File: config.mk
export PLATFORM = sky130hd
export DESIGN_NAME = ssw_supervisor
export DESIGN_NICKNAME = d
export VERILOG_FILES = /design/src/logic/ssw_pkg.sv /design/src/logic/ssw_tick_div.sv /design/src/logic/ssw_supervisor.sv
export SDC_FILE = /design/constraint.sdc
export NUM_CORES = 1
export LEC_CHECK = 0
export ABC_CLOCK_PERIOD_IN_PS = 3000
export BUFFER_PORTS_ARGS = -buffer_cell sky130_fd_sc_hd__buf_4
export CORE_MARGIN = 3
export CORE_UTILIZATION = 56
export DETAILED_ROUTE_END_ITERATION = 6
export PLACE_DENSITY = 0.79
export SETUP_SLACK_MARGIN = 0.5
export SLEW_MARGIN = 20
export SYNTH_ARGS = -nofsm -noshare
export SYNTH_HDL_FRONTEND = slang
export SYNTH_SLANG_ARGS = --single-unit
File: constraint.sdc
create_clock -name core_clk -period 3 [get_ports core_clk]
set_clock_uncertainty 0.15 [all_clocks]
set_input_delay 0.15 -clock core_clk [delete_from_list [all_inputs] [get_ports core_clk]]
set_output_delay 0.15 -clock core_clk [all_outputs]
set_load 0.1 [all_outputs]
File: src/logic/ssw_pkg.sv
package ssw_pkg;
    // ------------------------------------------------------------------
    // Timing
    // ------------------------------------------------------------------
    localparam int unsigned CLK_FREQ_HZ = 100000000;
    localparam int unsigned TICK_HZ = 1000;
    localparam int unsigned TICK_DIV = CLK_FREQ_HZ / TICK_HZ;
    localparam int unsigned RESET_STRETCH_MS = 200;
    localparam int unsigned WDOG_TIMEOUT_MS = 1600;
    localparam int unsigned RESET_STRETCH_TICKS =
        RESET_STRETCH_MS * TICK_HZ / 1000;
    localparam int unsigned WDOG_TIMEOUT_TICKS =
        WDOG_TIMEOUT_MS * TICK_HZ / 1000;
    localparam int unsigned CNT_W = 32;
    localparam int unsigned TICK_CNT_W = 32;

    // ------------------------------------------------------------------
    // Reset sequencer states
    // ------------------------------------------------------------------
    typedef enum logic [2:0] {
        SSW_ST_HOLD = 3'h1,
        SSW_ST_RUN = 3'h2,
        SSW_ST_PULSE = 3'h4
    } ssw_state_t;

    // Three-level service input encoding
    localparam logic [1:0] WDI_LOW = 2'h0;
    localparam logic [1:0] WDI_HIGH = 2'h1;
    localparam logic [1:0] WDI_FLOAT = 2'h2;
endpackage

File: src/logic/ssw_tick_div.sv
`timescale 1ns/1ps
module ssw_tick_div #(
    parameter int unsigned DIV = ssw_pkg::TICK_DIV
) (
    input wire logic core_clk,
    input wire logic rst,
    output logic tick
);
    // ------------------------------------------------------------------
    // Time base divider
    // ------------------------------------------------------------------
    logic [ssw_pkg::TICK_CNT_W-1:0] cnt_reg;
    logic [ssw_pkg::TICK_CNT_W-1:0] cnt_next;
    logic tick_reg;
    logic tick_next;
    localparam logic [ssw_pkg::TICK_CNT_W-1:0] LAST =
        ssw_pkg::TICK_CNT_W'(DIV - 1);

    always_comb begin
        tick_next = 1'b0;
        cnt_next = cnt_reg + 1'b1;
        if (cnt_reg >= LAST) begin
            cnt_next = '0;
            tick_next = 1'b1;
        end
    end

    always_ff @(posedge core_clk or posedge rst) begin
        if (rst) begin
            cnt_reg <= '0;
            tick_reg <= 1'b0;
        end else begin
            cnt_reg <= cnt_next;
            tick_reg <= tick_next;
        end
    end

    assign tick = tick_reg;
endmodule

File: src/logic/ssw_supervisor.sv
`timescale 1ns/1ps
// Operation
// - Reset output low while supply is below the reset threshold.
// - Keep reset low 200 ms after supply recovers above threshold.
// - Reset stays low throughout power-down.
// - Optional active-high reset, always the complement of active-low reset.
// - Enabled watchdog pulses reset when no service edge within 1.6 s.
// - Any service input edge, rising or falling, restarts the timeout.
// - Constant service level gives a fresh reset pulse 1.6 s after each pulse ends.
// - Each watchdog reset holds active-low reset for 200 ms.
// - Floating or mid-supply service input disables the watchdog.
// - Supply above threshold selects main supply onto backed output.
// - Below threshold, battery selected only if higher than main.
// - Battery mode disables watchdog and holds reset asserted.
// - Battery mode disables power-fail compare, warning forced low.
// - Normally warning low when sense is below the 1.25 V reference.
// - Missing or floating battery never causes reset while supply good.
module ssw_supervisor #(
    parameter int unsigned TICK_DIV = ssw_pkg::TICK_DIV,
    parameter int unsigned STRETCH_TICKS = ssw_pkg::RESET_STRETCH_TICKS,
    parameter int unsigned TIMEOUT_TICKS = ssw_pkg::WDOG_TIMEOUT_TICKS,
    parameter bit ACTIVE_HIGH_RESET = 1'b1
) (
    input wire logic core_clk,
    input wire logic rst,
    input wire logic supply_below_threshold,
    input wire logic battery_above_main,
    input wire logic power_fail_sense,
    input wire logic watchdog_service_input,
    input wire logic watchdog_service_float,
    output logic system_reset_n,
    output logic system_reset,
    output logic power_fail_warning_low,
    output logic backed_supply_output
);
    // ------------------------------------------------------------------
    // Time base
    // ------------------------------------------------------------------
    logic tick;

    ssw_tick_div #(
        .DIV(TICK_DIV)
    ) u_tick (
        .core_clk(core_clk),
        .rst(rst),
        .tick(tick)
    );

    // ------------------------------------------------------------------
    // Counter limits
    // ------------------------------------------------------------------
    localparam logic [ssw_pkg::CNT_W-1:0] STRETCH_LAST =
        ssw_pkg::CNT_W'(STRETCH_TICKS - 1);
    localparam logic [ssw_pkg::CNT_W-1:0] TIMEOUT_LAST =
        ssw_pkg::CNT_W'(TIMEOUT_TICKS - 1);

    // ------------------------------------------------------------------
    // Service input decode
    // ------------------------------------------------------------------
    function automatic logic [1:0] wdi_level(input logic lvl,
                                             input logic flt);
        if (flt) begin
            wdi_level = ssw_pkg::WDI_FLOAT;
        end else if (lvl) begin
            wdi_level = ssw_pkg::WDI_HIGH;
        end else begin
            wdi_level = ssw_pkg::WDI_LOW;
        end
    endfunction

    function automatic logic is_driven(input logic [1:0] code);
        is_driven = (code != ssw_pkg::WDI_FLOAT);
    endfunction

    function automatic logic at_last(input logic [ssw_pkg::CNT_W-1:0] cnt,
                                     input logic [ssw_pkg::CNT_W-1:0] last);
        at_last = (cnt >= last);
    endfunction

    // ------------------------------------------------------------------
    // Supply mode and switchover
    // ------------------------------------------------------------------
    logic battery_mode;
    logic [1:0] wdi_now;
    logic wdog_enabled;

    always_comb begin
        // Battery only wins when it is really higher than main
        battery_mode = supply_below_threshold && battery_above_main;
        wdi_now = wdi_level(watchdog_service_input, watchdog_service_float);
        wdog_enabled = is_driven(wdi_now)
            && !battery_mode;
    end

    // ------------------------------------------------------------------
    // Service edge detector
    // ------------------------------------------------------------------
    // Starts at the float code, so the first level after reset is no edge
    logic [1:0] wdi_last_reg;
    logic [1:0] wdi_last_next;
    logic wdi_edge;

    always_comb begin
        wdi_last_next = wdi_now;
        // Either edge direction counts as service
        wdi_edge = (wdi_now != wdi_last_reg) && is_driven(wdi_now)
            && is_driven(wdi_last_reg);
    end

    always_ff @(posedge core_clk or posedge rst) begin
        if (rst) begin
            wdi_last_reg <= ssw_pkg::WDI_FLOAT;
        end else begin
            wdi_last_reg <= wdi_last_next;
        end
    end

    // ------------------------------------------------------------------
    // Watchdog timeout counter
    // ------------------------------------------------------------------
    ssw_pkg::ssw_state_t state_reg;
    ssw_pkg::ssw_state_t state_next;
    logic [ssw_pkg::CNT_W-1:0] wdog_reg;
    logic [ssw_pkg::CNT_W-1:0] wdog_next;
    logic wdog_expired;

    // Counts only in run, so each entry to run opens a fresh window
    // A stuck level is caught within one tick of the nominal window
    always_comb begin
        wdog_next = wdog_reg;
        if (!wdog_enabled || wdi_edge
            || state_reg != ssw_pkg::SSW_ST_RUN) begin
            wdog_next = '0;
        end else if (tick) begin
            wdog_next = wdog_reg + 1'b1;
        end
        wdog_expired = wdog_enabled && tick && !wdi_edge
            && at_last(wdog_reg, TIMEOUT_LAST);
    end

    always_ff @(posedge core_clk or posedge rst) begin
        if (rst) begin
            wdog_reg <= '0;
        end else begin
            wdog_reg <= wdog_next;
        end
    end

    // ------------------------------------------------------------------
    // Reset stretch counter
    // ------------------------------------------------------------------
    logic [ssw_pkg::CNT_W-1:0] stretch_reg;
    logic [ssw_pkg::CNT_W-1:0] stretch_next;
    logic stretch_done;

    // One counter times both the power-up stretch and the watchdog pulse
    // Supply low parks the count, so reset stays low all through power-down
    always_comb begin
        stretch_next = stretch_reg;
        stretch_done = !supply_below_threshold && tick
            && at_last(stretch_reg, STRETCH_LAST);
        if (supply_below_threshold || stretch_done
            || state_reg == ssw_pkg::SSW_ST_RUN) begin
            stretch_next = '0;
        end else if (tick) begin
            stretch_next = stretch_reg + 1'b1;
        end
    end

    always_ff @(posedge core_clk or posedge rst) begin
        if (rst) begin
            stretch_reg <= '0;
        end else begin
            stretch_reg <= stretch_next;
        end
    end

    // ------------------------------------------------------------------
    // Reset sequencer
    // ------------------------------------------------------------------
    always_comb begin
        state_next = state_reg;
        unique case (state_reg)
            ssw_pkg::SSW_ST_HOLD: begin
                if (stretch_done) begin
                    state_next = ssw_pkg::SSW_ST_RUN;
                end
            end
            ssw_pkg::SSW_ST_RUN: begin
                // Battery state has no say here, only the main supply
                if (supply_below_threshold) begin
                    state_next = ssw_pkg::SSW_ST_HOLD;
                end else if (wdog_expired) begin
                    state_next = ssw_pkg::SSW_ST_PULSE;
                end
            end
            ssw_pkg::SSW_ST_PULSE: begin
                // A supply drop always wins over a pulse in progress
                if (supply_below_threshold) begin
                    state_next = ssw_pkg::SSW_ST_HOLD;
                end else if (stretch_done) begin
                    // Timeout restarts, so a stuck line pulses again
                    state_next = ssw_pkg::SSW_ST_RUN;
                end
            end
            default: begin
                state_next = ssw_pkg::SSW_ST_HOLD;
            end
        endcase
    end

    always_ff @(posedge core_clk or posedge rst) begin
        if (rst) begin
            state_reg <= ssw_pkg::SSW_ST_HOLD;
        end else begin
            state_reg <= state_next;
        end
    end

    // ------------------------------------------------------------------
    // Reset outputs
    // ------------------------------------------------------------------
    logic reset_n_reg;
    logic reset_n_next;
    logic reset_reg;
    logic reset_next;

    always_comb begin
        // Outputs follow the next state, so nothing combinational reaches a pin
        reset_n_next = (state_next == ssw_pkg::SSW_ST_RUN);
        if (ACTIVE_HIGH_RESET) begin
            reset_next = !reset_n_next;
        end else begin
            reset_next = 1'b0;
        end
    end

    always_ff @(posedge core_clk or posedge rst) begin
        if (rst) begin
            reset_n_reg <= 1'b0;
            reset_reg <= ACTIVE_HIGH_RESET;
        end else begin
            reset_n_reg <= reset_n_next;
            reset_reg <= reset_next;
        end
    end

    // ------------------------------------------------------------------
    // Power-fail warning
    // ------------------------------------------------------------------
    logic pfw_reg;
    logic pfw_next;

    always_comb begin
        // Comparator is off in backup, so the pin is parked low
        if (battery_mode) begin
            pfw_next = 1'b0;
        end else begin
            pfw_next = power_fail_sense;
        end
    end

    always_ff @(posedge core_clk or posedge rst) begin
        if (rst) begin
            pfw_reg <= 1'b0;
        end else begin
            pfw_reg <= pfw_next;
        end
    end

    // ------------------------------------------------------------------
    // Backed supply switch
    // ------------------------------------------------------------------
    logic backed_supply_output_reg;
    logic backed_supply_output_next;

    always_comb begin
        // Main stays on unless the battery is both needed and higher
        if (battery_mode) begin
            backed_supply_output_next = 1'b1;
        end else begin
            backed_supply_output_next = 1'b0;
        end
    end

    always_ff @(posedge core_clk or posedge rst) begin
        if (rst) begin
            backed_supply_output_reg <= 1'b0;
        end else begin
            backed_supply_output_reg <= backed_supply_output_next;
        end
    end

    assign system_reset_n = reset_n_reg;
    assign system_reset = reset_reg;
    assign power_fail_warning_low = pfw_reg;
    assign backed_supply_output = backed_supply_output_reg;
endmodule

# After elaboration in Yosys (flattened, before gate mapping)
# Cells that the tools add are included.
[word_totals]
mem_bits_ro = 0
reg_bits = 106
n_memories = 0
out_inout_bits = 4
latch_bits = 0
input_bits = 7
word_cells = 59
ramBits = 0
[classes]
n_bitwise = 0
mul = 0
n_shift = 0
reduce_logical = 20
eq_ne = 8
div_mod_pow = 0
n_mux = 15
n_addsub = 3
order_cmp = 3
[op_table]
columns = ["op", "n"]
rows = [
  ["32-bit 2-to-1 mux", 5],
  ["32-bit by 1-bit adder with 32-bit output, second input constant", 3],
  ["32-bit by 11-bit >= comparator with 1-bit output, second input constant", 1],
  ["32-bit by 17-bit >= comparator with 1-bit output, second input constant", 1],
  ["32-bit by 8-bit >= comparator with 1-bit output, second input constant", 1],
  ["3-bit 2-to-1 mux", 4],
  ["1-bit logical AND", 9],
  ["3-bit one-hot mux with 3 select lines", 1],
  ["3-bit by 2-bit == test with 1-bit output, second input constant", 2],
  ["1-bit logical NOT", 5],
  ["1-bit logical OR", 4],
  ["1-bit 2-to-1 mux", 4],
  ["2-bit inequality test, second input constant", 2],
  ["2-bit nonzero test", 2],
  ["3-bit by 1-bit == test with 1-bit output, second input constant", 1],
  ["3-bit == test, second input constant", 1],
  ["3-bit by 2-bit inequality test with 1-bit output, second input constant", 1],
  ["2-bit 2-to-1 mux", 1],
  ["2-bit inequality test", 1],
]

# Longest topological paths before layout
[depth]
word_depth = 13
depth_mapped = 7

# Cells and area by module
# From an unflattened synthesis, not the netlist that was laid out.
[hier_totals]
cells_unflattened = 492
hier_area_um2 = 4926.0
[modules_own_cells]
columns = ["module", "instances", "cells_per_inst", "area_per_inst_um2", "seq_area_each_um2"]
rows = [
  ["ssw_supervisor", 1, 378, 3624.7, 1830.5],
  ["ssw_tick_div", 1, 114, 1301.2, 825.8],
]

# Worst setup path before layout
# OpenSTA, ideal clock, no wires.
[synth_path]
path_kind = "flip-flop to flip-flop"
startpoint = "reg stretch_reg[0] (netlist name)"
endpoint = "reg stretch_reg[13] (netlist name)"
setup_ns = 0.072
path_slack_ns = 1.033
arrival_ns = 1.745
n_path_buf = 1
path_stages_with_launch = 8
cell_sequence = "dfrtp_1 -> ha_1 -> a2111oi_0 -> nor2_1 -> nor4_2 -> o21ai_1 -> buf_2 -> nor2_1"
[synth_between]
elab_chain_cells = 5
elab_cells_between_ends = 8
classes_between = "1 x add/sub; 1 x order compare; 2 x mux; 4 x reduce/logical"
[synth_rtl]
columns = ["item", "line", "text"]
rows = [
  ["start: declaration", "ssw_supervisor.sv:152", "logic [ssw_pkg::CNT_W-1:0] stretch_reg;"],
  ["start signal: assignment", "ssw_supervisor.sv:174", "stretch_reg <= stretch_next;"],
  ["32-bit by 8-bit >= comparator with 1-bit output", "ssw_supervisor.sv:77", "at_last = (cnt >= last);"],
  ["1-bit logical AND", "ssw_supervisor.sv:161", "&& at_last(stretch_reg, STRETCH_LAST);"],
  ["1-bit logical OR", "ssw_supervisor.sv:162", "if (supply_below_threshold || stretch_done"],
  ["1-bit logical OR", "ssw_supervisor.sv:163", "|| state_reg == ssw_pkg::SSW_ST_RUN) begin"],
  ["32-bit 2-to-1 mux or 2-bit nonzero test (tied branches)", "n/a", ""],
]
# Several ways; a longest one is shown, not always the timed one. The select of a mux whose other input is x is not followed.
# A chain may end at the register's enable or synchronous reset.

# Worst setup path after layout
[layout_path]
startpoint = "reg u_tick.tick_reg (netlist: u_tick.tick)"
endpoint = "reg wdog_reg[31] (netlist name)"
[layout_between]
elab_chain_cells = 1
[layout_rtl]
columns = ["item", "line", "text"]
rows = [
  ["start: declaration", "ssw_tick_div.sv:14", "logic tick_reg;"],
  ["start signal: assignment", "ssw_tick_div.sv:34", "tick_reg <= tick_next;"],
  ["2-bit nonzero test (no source line)", "n/a", ""],
  ["end signal: assignment", "ssw_supervisor.sv:145", "wdog_reg <= wdog_next;"],
  ["end: declaration", "ssw_supervisor.sv:123", "logic [ssw_pkg::CNT_W-1:0] wdog_reg;"],
]
# Every way passes these cells.

==> flow_summary.ini <==
[synth]
synth_cells = 483
yosys-top-cells-area = dfrtp_1 (52%), xnor2_1 (7.0%), nor2_1 (5.8%)
synthArstFlopShare_pct = 100.0
seq_area_frac_synth_pct = 54.09
ys.flop_type = dfrtp_1
synth_seq_cells = 106
synth_edf_count = 0
yosysTopAreaCell = dfrtp_1
yosys_warnings = 0
avgSynthCellArea_um2 = 10.17
yosysUniqueCellTypes = 50
synth_area_um2 = 4911
yosysTopAreaCellShare_pct = 52.48

[setup_path]
cp.required_ns = 3.09
worstPathMaxFanout = 13
crit_family = simple AND/OR/NAND/NOR gates
end_kind = flop
r2r_slack_ns = 0.65
r2r_end = wdog_reg[31]
crit_path_end = wdog_reg[31]
critPathBufInv = 0
critPathMaxStageDelay_ns = 0.56
crit_type = reg2reg
crit_chain = and4_1 > nand3_1 > nor4_1 > xnor2_1 > nor2_1
slowest_stage = dfrtp_1
reg2reg_from = u_tick.tick
worstPathArrival_ns = 2.44
timing.critical_path.from = u_tick.tick
critPathLaunchType = flop
cp.depth = 5
r2r_cells = 5

[placement]
io_buffer_count = 10
gp_congestion = 0.8196
dp.cells = 603
pre_cts_ws_ns = 0.6612
hpwl_um = 6028

[sta]
rsz0062_at_grt = true
hold_viol_final = 0
report.final.slew_viol_count = 0
slew_headroom_pct = 47.41
worst_slack_ns = 0.6502
tightest_slew_ns = 0.7859
min_period_ns = 2.350
setup_viol = 0
setup_tns_ns = 0
max_clock_freq_ghz = 0.4256
period_share_pct = 78.33

[floorplan]
start_util_pct = 58.59
fp.dieW_um = 99.65
io_pins = 11
core_area_um2 = 8382
die_area_um2 = 9929
rows = 33
dieHeight_um = 99.65

[routing]
wl_um = 8952
dr.first_iter.drc_count = 166
drc = 0
viasPerCell = 5.620
num_vias = 3524
drtAntennaViolNets = 0
wl_per_cell_um = 14.28
first_pass_iters = 4

[clocking]
clk_latency_ns = 0.37
cts_sinks = 106
cts_root_buffer = clkbuf_8
cts_max_level = 3
clkTransAtPathRegs_ns = 0.10
cts_tree = done
clk_path_buf_depth = 2
numCtsBuffers = 9

[global_routing]
grt_max_degree = 51
grt_pass1_vias = 3519
gr-total-overflow = 0
grt_pass1_wl_um = 15910
grt.total_usage_pct = 19.68
antenna_found_initial = 0

[status]
status = completed

[final_layout]
fillers = 632
area_delta_synth_final_pct = 11.57
multiInputGateArea_um2 = 2210
drive_gt1_share_pct = 10.15
fin_util_pct = 65.37
seqCellArea_um2 = 2656
final_nets = 527
fin_cells = 627
antenna_cells = 0

[worst_hold_path]
min_path_type = in2async

[pwr]
total_power_w = 0.002444
p_leak_nw = 2.287
p_per_area_nw_per_um2 = 446.2
ir_drop_mv = 0.2401

[job]
drv_cap = 0
[per-stage QoR]
stage                     area [um^2]  hold slack (ns)
after floorplan                  4967         0.004478
after global placement           5159           0.1295
after detailed placement         5166           0.1313
after CTS                        5444           0.2826
after global routing             5479           0.2069
final                            5479           0.1764
[kinds of logic after synthesis]
family          synth area share [%]
compound gates                 4.230
simple gates                   26.50
fa+ha+maj                     0.7644
flops                          54.09
buf+inv                        2.522
xor+xnor                       11.41
other cells                  0.07636
mux                           0.4077
[per-layer routing]
metal  global-route usage [%]  wire, um  vias up
met5                        0         0        -
met4                    7.248       102        0
met3                    3.927       315       10
met2                    32.28      4348       52
met1                    26.07      4187     1727
li1                         -         -     1735
[worst register-to-register path, delay by kind of cell, from the launching register on]
family / cells / cell delay [ns]
xor gates and xnor gates: 1 / 0.17
and+or+nand+nor: 4 / 1.36
DFF: 1 / 0.56
[power breakdown]
group          switching [W]  internal, W
Clock               0.000502     0.000402
Combinational      0.0000611    0.0000280
Sequential        0.00000693      0.00144
[cells in the final DEF (no fill, tap or decap), drive strengths merged, types with 3 or more instances in the layout]
cell type | Yosys | final
a21oi | 8 | 8
a31oi | 5 | 5
and2 | 5 | 5
and3 | 12 | 12
and4 | 10 | 10
buf | 10 | 18
clkbuf | 6 | 9
conb | 1 | 15
dfrtp | 103 | 103
dfstp | 3 | 3
dlygate4sd3 | 0 | 7
ha | 3 | 3
inv | 14 | 17
nand2 | 29 | 29
nand3 | 24 | 24
nand4 | 15 | 15
nor2 | 76 | 76
nor2b | 6 | 6
nor3 | 32 | 32
nor3b | 3 | 3
nor4 | 26 | 26
o21ai | 5 | 5
xnor2 | 39 | 39
xor2 | 25 | 25
[Yosys cell counts, types with 4 or more instances]
master,count
and2_1,5
clkbuf_1,6
xor2_1,25
o21ai_0,4
and4_1,10
nand3_1,24
nor2_1,76
nor2b_1,5
inv_1,14
nand4_1,12
a21oi_1,7
and3_1,12
nor4_1,24
dfrtp_1,103
buf_2,9
xnor2_1,39
nor3_1,31
nand2_1,29
a31oi_1,5
[cell type report]
type	count	area share, %
clock buffers	9	2.261
repair buffers	25	3.974
inverters	14	1.028
well taps	105	2.398
multi-input cells	361	40.33
clock inverters	7	1.530
flip-flops and latches	106	48.48
[worst min-delay path by stage]
stage	slack (ns)	startpoint	end
floorplan	0.004	watchdog_service_float	wdi_last_reg[1]
global placement	0.13	watchdog_service_float	wdi_last_reg[1]
detailed placement	0.13	watchdog_service_float	wdi_last_reg[1]
CTS	0.28	watchdog_service_float	wdi_last_reg[1]
global route	0.21	rst	wdog_reg[3]
finish	0.18	rst	wdog_reg[30]
[timing repair]
item,CTS,global route
hold buffers,7,0
gates resized for setup,0,2
buffers inserted,0,0
endpoints found under the setup margin,0,23
hold endpoints to repair,51,0
(Power assumes the default switching activity.)
